$ cat config.mk
export PLATFORM = sky130hd
export DESIGN_NAME = acsr_restart_ctrl
export DESIGN_NICKNAME = d
export VERILOG_FILES = /design/src/acsr_pkg.sv /design/src/acsr_apb.sv /design/src/acsr_restart_ctrl.sv
export VERILOG_INCLUDE_DIRS = /design/src
export SDC_FILE = /design/constraint.sdc
export NUM_CORES = 1
export LEC_CHECK = 0
export BUFFER_PORTS_ARGS = -buffer_cell sky130_fd_sc_hd__buf_2
export CAP_MARGIN = 0
export CORE_ASPECT_RATIO = 1.5
export CORE_MARGIN = 3
export CORE_UTILIZATION = 30
export CTS_BUF_LIST = sky130_fd_sc_hd__clkbuf_8
export DETAILED_ROUTE_END_ITERATION = 7
export GPL_TIMING_DRIVEN = 0
export PLACE_DENSITY_LB_ADDON = 0.08
export SYNTH_ARGS = -nofsm -noshare
export SYNTH_HDL_FRONTEND = slang
export SYNTH_SLANG_ARGS = --single-unit
$ cat constraint.sdc
create_clock -name pclk -period 2.25 [get_ports pclk]
set_input_delay 0.5625 -clock pclk [delete_from_list [all_inputs] [get_ports pclk]]
set_output_delay 0.5625 -clock pclk [all_outputs]
set_load 0.01 [all_outputs]
$ cat src/acsr_defs.svh
`ifndef ACSR_DEFS_SVH
`define ACSR_DEFS_SVH

// APB address decode width and register byte offsets.
`define ACSR_ADDR_W 12
`define ACSR_OFF_FLOW 12'h000
`define ACSR_OFF_CTRL 12'h004
`define ACSR_OFF_STAT 12'h008

// Flow control register bit positions.
`define ACSR_FLOW_ABORT 7
`define ACSR_FLOW_TRIGGER 6
`define ACSR_FLOW_RESTART 5
`define ACSR_FLOW_LOAD_OK 4

// Control register bit positions.
`define ACSR_CTRL_EN 0
`define ACSR_CTRL_DBUF 1
`define ACSR_CTRL_ACCESS_LO 2
`define ACSR_CTRL_ACCESS_HI 3
`define ACSR_CTRL_RMODE 4
`define ACSR_CTRL_SRST 5

// Bits of the access control field: bus access and internal interface access.
`define ACSR_ACCESS_BUS 0
`define ACSR_ACCESS_INT 1

// Status register bit positions.
`define ACSR_STAT_LOAD_ERR 0
`define ACSR_STAT_OVR_RESTART 1
`define ACSR_STAT_OVR_LOAD 2
`define ACSR_STAT_LIST 3
`define ACSR_STAT_BUSY 4

// Reset values.
`define ACSR_CTRL_RST 8'h00
`define ACSR_ACCESS_RST 2'h1

`endif

$ cat src/acsr_pkg.sv
`default_nettype none

package acsr_pkg;

  // Restart sequencing states.
  typedef enum logic [1:0] {ST_IDLE, ST_WAIT, ST_LOAD} acsr_state_t;

  // Status from the conversion engine.
  typedef struct packed {
    logic busy;
    logic cmd_loaded;
    logic end_of_list;
    logic seq_abort;
  } acsr_conv_in_t;

  // Requests from the trigger unit.
  typedef struct packed {
    logic restart;
    logic load_ready;
  } acsr_trigger_flag_in_t;

  // Control towards the conversion engine.
  typedef struct packed {
    logic fetch_top;
    logic active_list;
    logic restart_pending;
    logic trigger;
  } acsr_conv_out_t;

endpackage : acsr_pkg

`default_nettype wire

$ cat src/acsr_apb.sv
`timescale 1ns/1ps
`default_nettype none

module acsr_apb (
  input wire logic pclk,
  input wire logic presetn,
  input wire logic psel,
  input wire logic penable,
  input wire logic pwrite,
  input wire logic addr_hit,
  input wire logic [31:0] rd_data,
  output logic pready,
  output logic pslverr,
  output logic [31:0] prdata,
  output logic wr_stb
);
  import acsr_pkg::*;

  // Ready is raised for the access phase that follows each setup cycle.
  always_ff @(posedge pclk or negedge presetn) begin
    if (!presetn) begin
      pready <= 1'b0;
    end else begin
      pready <= psel && !penable && !pready;
    end
  end

  // Read data and error are captured in the setup cycle.
  always_ff @(posedge pclk or negedge presetn) begin
    if (!presetn) begin
      prdata <= 32'h0;
      pslverr <= 1'b0;
    end else if (psel && !penable) begin
      prdata <= (addr_hit && !pwrite) ? rd_data : 32'h0;
      pslverr <= !addr_hit;
    end
  end

  // A write takes effect only at the completing edge of a mapped access.
  assign wr_stb = psel && penable && pready && pwrite && addr_hit;

endmodule : acsr_apb

`default_nettype wire

$ cat src/acsr_restart_ctrl.sv
// Behaviour
// - A restart fetches the first command from the list top only when no conversion is running.
// - The restart flag clears once that first command is loaded into the command register.
// - Restart and load-ok flags can be set only while enabled and are cleared while disabled.
// - Writing zero to the restart or load-ok flag leaves it unchanged.
// - Writing one to the restart flag never clears it and counts as overrun if already set.
// - Under internal access a restart input sets the flag and a repeat while set is overrun.
// - In trigger mode the trigger flag sets with the restart flag after end-of-list or abort.
// - A set load-ok flag marks the alternative list ready and the lists swap at the next restart.
// - The load-ok flag clears when a restart executes with the list swap.
// - The load-ok flag is held at zero while double-buffer mode is off.
// - Writing one never clears a set load-ok flag; only a swap, disable, soft reset or double-buffer off does.
// - Under internal access load-ok is set only if load-ready is high as restart asserts.
// - In restart mode a restart without load-ok sets the load-ok error unless tied to an abort.
// - The first restart after enable, stop exit, soft reset or list swap raises no load-ok error.
//
// Decided for this implementation: the register addresses and the APB interface to the registers.
`include "acsr_defs.svh"
`timescale 1ns/1ps
`default_nettype none

module acsr_restart_ctrl (
  input wire logic pclk,
  input wire logic presetn,
  input wire logic psel,
  input wire logic penable,
  input wire logic pwrite,
  input wire logic [`ACSR_ADDR_W-1:0] paddr,
  input wire logic [31:0] pwdata,
  output logic pready,
  output logic pslverr,
  output logic [31:0] prdata,
  input wire acsr_pkg::acsr_conv_in_t conv_in,
  input wire acsr_pkg::acsr_trigger_flag_in_t trigger_flag_in,
  input wire logic stop_mode,
  output acsr_pkg::acsr_conv_out_t conv_out
);
  import acsr_pkg::*;

  acsr_state_t state_r;
  logic en_r, dbuf_r, rmode_r, srst_r, en_d_r, stop_d_r;
  logic [1:0] access_r;
  logic restart_r, load_ok_r, trigger_r, fetch_r, list_r;
  logic eol_seen_r, abort_seen_r, abort_tag_r, exempt_r;
  logic load_err_r, ovr_restart_r, ovr_load_r;
  logic wr_stb, addr_hit, flow_wr, ctrl_wr, stat_wr;
  logic bus_ok, int_ok, bus_restart, int_restart, restart_req, load_req;
  logic abort_req, clr_all, fetch_now, restart_clr, swap_now, err_set;
  logic [31:0] rd_data;

  // Address decode of the three mapped words.
  assign addr_hit = (paddr == `ACSR_OFF_FLOW) || (paddr == `ACSR_OFF_CTRL) ||
                    (paddr == `ACSR_OFF_STAT);
  assign flow_wr = wr_stb && (paddr == `ACSR_OFF_FLOW);
  assign ctrl_wr = wr_stb && (paddr == `ACSR_OFF_CTRL);
  assign stat_wr = wr_stb && (paddr == `ACSR_OFF_STAT);

  // Request sources selected by the access control field.
  assign bus_ok = access_r[`ACSR_ACCESS_BUS];
  assign int_ok = access_r[`ACSR_ACCESS_INT];
  assign bus_restart = flow_wr && bus_ok && pwdata[`ACSR_FLOW_RESTART];
  assign int_restart = int_ok && trigger_flag_in.restart;
  assign restart_req = en_r && (bus_restart || int_restart);
  // Load-ok needs restart written with it, or load-ready sampled with the restart input.
  assign load_req = en_r && dbuf_r &&
                    ((bus_restart && pwdata[`ACSR_FLOW_LOAD_OK]) ||
                     (int_restart && trigger_flag_in.load_ready));
  assign abort_req = (flow_wr && bus_ok && pwdata[`ACSR_FLOW_ABORT]) || conv_in.seq_abort;

  // Disable and soft reset both wipe the pending flow flags.
  assign clr_all = !en_r || srst_r;
  assign fetch_now = (state_r == ST_WAIT) && !conv_in.busy && en_r;
  assign restart_clr = (state_r == ST_LOAD) && conv_in.cmd_loaded;
  assign swap_now = fetch_now && load_ok_r;
  assign err_set = fetch_now && rmode_r && !load_ok_r && !exempt_r && !abort_tag_r;

  // Bus slave front end.
  acsr_apb u_apb (
    .pclk(pclk),
    .presetn(presetn),
    .psel(psel),
    .penable(penable),
    .pwrite(pwrite),
    .addr_hit(addr_hit),
    .rd_data(rd_data),
    .pready(pready),
    .pslverr(pslverr),
    .prdata(prdata),
    .wr_stb(wr_stb)
  );

  // Read multiplexer; unused upper bits read as zero.
  always_comb begin
    rd_data = 32'h0;
    if (paddr == `ACSR_OFF_FLOW) begin
      rd_data[`ACSR_FLOW_TRIGGER] = trigger_r;
      rd_data[`ACSR_FLOW_RESTART] = restart_r;
      rd_data[`ACSR_FLOW_LOAD_OK] = load_ok_r;
    end else if (paddr == `ACSR_OFF_CTRL) begin
      rd_data[`ACSR_CTRL_EN] = en_r;
      rd_data[`ACSR_CTRL_DBUF] = dbuf_r;
      rd_data[`ACSR_CTRL_ACCESS_HI:`ACSR_CTRL_ACCESS_LO] = access_r;
      rd_data[`ACSR_CTRL_RMODE] = rmode_r;
    end else if (paddr == `ACSR_OFF_STAT) begin
      rd_data[`ACSR_STAT_LOAD_ERR] = load_err_r;
      rd_data[`ACSR_STAT_OVR_RESTART] = ovr_restart_r;
      rd_data[`ACSR_STAT_OVR_LOAD] = ovr_load_r;
      rd_data[`ACSR_STAT_LIST] = list_r;
      rd_data[`ACSR_STAT_BUSY] = (state_r != ST_IDLE);
    end
  end

  // Control register; the soft reset bit clears itself after one cycle.
  always_ff @(posedge pclk or negedge presetn) begin
    if (!presetn) begin
      {rmode_r, dbuf_r, en_r} <= 3'h0;
      access_r <= `ACSR_ACCESS_RST;
      srst_r <= 1'b0;
    end else begin
      srst_r <= ctrl_wr && pwdata[`ACSR_CTRL_SRST];
      if (ctrl_wr) begin
        en_r <= pwdata[`ACSR_CTRL_EN];
        dbuf_r <= pwdata[`ACSR_CTRL_DBUF];
        access_r <= pwdata[`ACSR_CTRL_ACCESS_HI:`ACSR_CTRL_ACCESS_LO];
        rmode_r <= pwdata[`ACSR_CTRL_RMODE];
      end
    end
  end

  // Delayed copies for enable and stop-exit edge detection.
  always_ff @(posedge pclk or negedge presetn) begin
    if (!presetn) begin
      en_d_r <= 1'b0;
      stop_d_r <= 1'b0;
    end else begin
      en_d_r <= en_r;
      stop_d_r <= stop_mode;
    end
  end

  // Restart sequencing: wait for idle, fetch from the top, wait for the load.
  always_ff @(posedge pclk or negedge presetn) begin
    if (!presetn) begin
      state_r <= ST_IDLE;
    end else if (clr_all) begin
      state_r <= ST_IDLE;
    end else begin
      unique case (state_r)
        ST_IDLE: begin
          if (restart_req) begin
            state_r <= ST_WAIT;
          end
        end
        ST_WAIT: begin
          if (fetch_now) begin
            state_r <= ST_LOAD;
          end
        end
        ST_LOAD: begin
          if (restart_clr) begin
            state_r <= restart_req ? ST_WAIT : ST_IDLE;
          end
        end
      endcase
    end
  end

  // Restart flag; a new request in the clearing cycle keeps it set.
  always_ff @(posedge pclk or negedge presetn) begin
    if (!presetn) begin
      restart_r <= 1'b0;
    end else if (clr_all) begin
      restart_r <= 1'b0;
    end else if (restart_req) begin
      restart_r <= 1'b1;
    end else if (restart_clr) begin
      restart_r <= 1'b0;
    end
  end

  // Fetch pulse towards the engine, one cycle per restart.
  always_ff @(posedge pclk or negedge presetn) begin
    if (!presetn) begin
      fetch_r <= 1'b0;
    end else begin
      fetch_r <= fetch_now;
    end
  end

  // Load-ok flag; only a swap, disable, soft reset or double-buffer off clears it.
  always_ff @(posedge pclk or negedge presetn) begin
    if (!presetn) begin
      load_ok_r <= 1'b0;
    end else if (clr_all || !dbuf_r) begin
      load_ok_r <= 1'b0;
    end else if (load_req) begin
      load_ok_r <= 1'b1;
    end else if (swap_now) begin
      load_ok_r <= 1'b0;
    end
  end

  // Active list index toggles at each swap.
  always_ff @(posedge pclk or negedge presetn) begin
    if (!presetn) begin
      list_r <= 1'b0;
    end else if (swap_now) begin
      list_r <= !list_r;
    end
  end

  // End-of-list and abort history since the last fetch.
  always_ff @(posedge pclk or negedge presetn) begin
    if (!presetn) begin
      eol_seen_r <= 1'b0;
      abort_seen_r <= 1'b0;
    end else if (clr_all) begin
      eol_seen_r <= 1'b0;
      abort_seen_r <= 1'b0;
    end else begin
      eol_seen_r <= conv_in.end_of_list || (eol_seen_r && !fetch_now);
      abort_seen_r <= abort_req || (abort_seen_r && !fetch_now);
    end
  end

  // Marks a pending restart that followed or coincided with an abort.
  always_ff @(posedge pclk or negedge presetn) begin
    if (!presetn) begin
      abort_tag_r <= 1'b0;
    end else if (clr_all) begin
      abort_tag_r <= 1'b0;
    end else if (restart_req && (!restart_r || restart_clr)) begin
      abort_tag_r <= abort_seen_r || abort_req;
    end else if (fetch_now) begin
      abort_tag_r <= 1'b0;
    end
  end

  // Trigger flag sets together with the restart flag in trigger mode after end-of-list or abort.
  always_ff @(posedge pclk or negedge presetn) begin
    if (!presetn) begin
      trigger_r <= 1'b0;
    end else if (clr_all) begin
      trigger_r <= 1'b0;
    end else if (restart_req && !rmode_r &&
                 (eol_seen_r || conv_in.end_of_list || abort_seen_r || abort_req)) begin
      trigger_r <= 1'b1;
    end else if (restart_clr) begin
      trigger_r <= 1'b0;
    end
  end

  // Exemption for the first restart after enable, stop exit, soft reset or swap.
  always_ff @(posedge pclk or negedge presetn) begin
    if (!presetn) begin
      exempt_r <= 1'b1;
    end else if ((en_r && !en_d_r) || (stop_d_r && !stop_mode) || srst_r || swap_now) begin
      exempt_r <= 1'b1;
    end else if (fetch_now) begin
      exempt_r <= 1'b0;
    end
  end

  // Sticky error flags; software clears with a one, a new event wins.
  always_ff @(posedge pclk or negedge presetn) begin
    if (!presetn) begin
      load_err_r <= 1'b0;
      ovr_restart_r <= 1'b0;
      ovr_load_r <= 1'b0;
    end else begin
      if (err_set) begin
        load_err_r <= 1'b1;
      end else if (stat_wr && pwdata[`ACSR_STAT_LOAD_ERR]) begin
        load_err_r <= 1'b0;
      end
      if (restart_req && restart_r && !restart_clr) begin
        ovr_restart_r <= 1'b1;
      end else if (stat_wr && pwdata[`ACSR_STAT_OVR_RESTART]) begin
        ovr_restart_r <= 1'b0;
      end
      if (load_req && load_ok_r && !swap_now) begin
        ovr_load_r <= 1'b1;
      end else if (stat_wr && pwdata[`ACSR_STAT_OVR_LOAD]) begin
        ovr_load_r <= 1'b0;
      end
    end
  end

  // Engine-facing outputs, all from flip-flops.
  assign conv_out.fetch_top = fetch_r;
  assign conv_out.active_list = list_r;
  assign conv_out.restart_pending = restart_r;
  assign conv_out.trigger = trigger_r;
endmodule : acsr_restart_ctrl

`default_nettype wire

==> results.yml <==
timing:
  worst-slew-pin-transition_ns: 0.698
  fin_setup_tns_ns: 0
  fmax_mhz: 592
  rsz0062_at_grt: "false"
  skew_ns: 0.00285
  min_period_ns: 1.69
  hold_slack_ns: 0.327
  drv_slew: 0
  setup-violations-final: 0
  fin_ws_ns: 0.560
  max_slew_margin_pct: 53.4
  hold_viol: 0
  min_period_over_period_pct: 75.1
setup_path:
  arrival_ns: 1.85
  critPathKind: "input port to register"
  critPathLaunchType: "input port"
  critPathRequiredTime_ns: 2.42
  endpoint_kind: "register"
  crit_fanout: 5
yosys:
  synth_edf_count: 0
  syn_area_per_cell_um2: 10.4
  yosys_register_bits: 31
  ys.flop_type: "dfrtp_1"
  yosys_warnings: 0
  async_reset_ff_share_pct: 100
  syn_inst: 168
  netlist_area_um2: 1740
  synth_seq_area_share_pct: 44.6
  synth_cell_types: 42
clocking:
  cts.sink_count: 31
  root_buffer: "clkbuf_8"
  postCtsSetupBuffers: 0
  ctsResizeCount: 0
  cts.path.max_buffers: 2
  ctsHtreeMaxLevel: 2
  holdBufCountCts: 0
  numCtsBuffers: 5
  clock_latency_ns: 0.28
  cts_tree: "built"
  clkTransAtPathRegs_ns: 0.06
final_layout:
  multi_input_area_um2: 792
  instances_no_fill: 312
  fill_cells: 601
  final_area_um2: 2230
  largest_reg_flops: 7
  drive_gt1_share_pct: 38.8
  top_register: "u_apb.prdata"
  n_antenna_cell: 0
  largestRegisters: "u_apb.prdata: 7 flops, access_r: 2 flops, state_r: 2 flops"
  final_util_pct: 40.3
  area_growth_pct: 28.0
  nets: 297
  seqCellArea_um2: 778
floorplan:
  die_w_um: 68.3
  ioPinCount: 94
  die-area_um2: 6780
  start_util_pct: 31.5
  num_rows: 33
  die_h_um: 99.4
  coreArea_um2: 5530
place:
  placed_area_um2: 2130
  dp.cells: 304
  dp_worst_setup_slack_ns: 0.229
  portBuffers: 42
  dp_hpwl_um: 3360
  place.gp.congestion: 0.738
pwr:
  power_density_nw_per_um2: 521
  p_total_mw: 1.16
  power_frac_seq_pct: 48.5
  p_int_mw: 0.894
  p_switching_mw: 0.269
  leakage_nw: 1.17
  ir_worst_vdd_uv: 255
  power_frac_comb_pct: 11.3
  clock_power_share_pct: 40.3
  swShare_pct: 23.2
global_route:
  grt.overflow.total: 0
  first_global_vias: 1391
  antenna_found_initial: 0
  grt_use_total_pct: 13.6
  grt_pass1_wl_um: 6820
  grt_start_max_net_pins: 32
detailed_routing:
  ant_nets: 0
  drc: 0
  wl_met2_um: 2140
  wl_met3_um: 305
  drt_iter0_drc: 43
  drt-total-wl_um: 4170
  firstDrtPassIters: 4
  wl_met1_um: 1650
  top_layer_used: "met4"
  viasPerCell: 4.46
  vias: 1391
  wl_per_cell_um: 13.4
run_status:
  status: "complete, no violations"
job:
  max-cap-violations: 0
worst_hold_path:
  min_path_type: "input port to async pin"
[per-layer routing]
layer | GRT usage [%] | vias up
li1 | - | 699
met1 | 17.0 | 638
met2 | 22.4 | 47
met3 | 2.94 | 7
met4 | 5.05 | 0
met5 | 0 | -
[layout by cell type (no fill, tap or decap), types with 2 or more instances in the layout]
master,count
a21oi_1,9
a22o_1,10
a31oi_1,4
a32o_1,2
and3_1,4
buf_2,43
buf_4,29
clkbuf_1,2
clkbuf_8,7
conb_1,25
dfrtp_1,29
dfstp_2,2
inv_1,7
mux2_2,5
mux2i_1,2
nand2_1,7
nand2b_1,2
nand3_1,10
nor2_1,11
nor2b_1,3
nor3_4,2
nor4_4,2
o211ai_1,2
o21ai_0,3
o2bb2ai_1,2
[cell usage after synthesis, types with 2 or more instances]
cell type / n / area [um^2]
a31oi_1: 4 / 25.0
nor3_4: 2 / 32.5
nor2b_1: 3 / 18.8
a22o_1: 10 / 87.6
nand2_1: 7 / 26.3
and3_1: 4 / 25.0
mux2_2: 5 / 56.3
o2bb2ai_1: 2 / 17.5
dfrtp_1: 29 / 726
o211ai_1: 2 / 15.0
mux2i_1: 2 / 20.0
nand3_1: 10 / 50.1
dfstp_2: 2 / 52.6
inv_1: 6 / 22.5
buf_4: 29 / 218
nor2_1: 11 / 41.3
nor4_4: 2 / 42.5
a21oi_1: 9 / 45.0
a32o_1: 2 / 20.0
o21ai_0: 3 / 15.0
nand2b_1: 2 / 12.5
clkbuf_1: 2 / 7.51
[cell type report]
type                       instances  area share (%)
multi-input combinational        122            35.5
sequential                        31            34.9
buffer                            33            10.8
timing repair buffer              42            9.42
clock buffer                       7            4.32
tap                               70            3.92
inverter                           6            1.01
clock inverter                     1           0.168
[logic make-up after synthesis]
family / count (synthesis) / synth area share, %
mux: 7 / 4.38
simple gates: 51 / 19.6
other cells: 1 / 0.215
buf+inv: 39 / 15.1
compound gates: 38 / 15.6
xor+xnor: 1 / 0.502
flops: 31 / 44.6
[worst max-delay path: stages]
cell and delay, ns:
buf_2 0.11, nor4_4 0.33, nand4_2 0.17, nor3_4 0.30, mux2_2 0.38
[power groups by stage]
stage | clock network (mW) | logic [mW] | registers (mW)
final | 0.468 | 0.131 | 0.564
after global routing | 0.516 | 0.149 | 0.563
after CTS | 0.488 | 0.132 | 0.564
after detailed placement | 0 | 0.132 | 0.574
after global placement | 0 | 0.131 | 0.574
after floorplan | 0 | 0.0741 | 0.575
[worst paths after layout]
kind / slack, ns / from / depth (start not counted) / to
worst min-delay path: 0.33 / presetn / 1 / ovr_restart_r$_DFFE_PN0P_
worst max register to register: 0.70 / u_apb.pready$_DFF_PN0_ / 4 / en_r$_DFFE_PN0P_
worst max-delay path: 0.56 / paddr[9] / 5 / en_r$_DFFE_PN0P_
worst min register to register: 0.46 / u_apb.pready$_DFF_PN0_ / 1 / u_apb.pready$_DFF_PN0_
max in group asynchronous: 1.48 / presetn / 1 / list_r$_DFFE_PN0P_
min in group pclk: 0.40 / stop_mode / 1 / stop_d_r$_DFF_PN0_
Note: power is estimated with default switching activity, not from simulation.
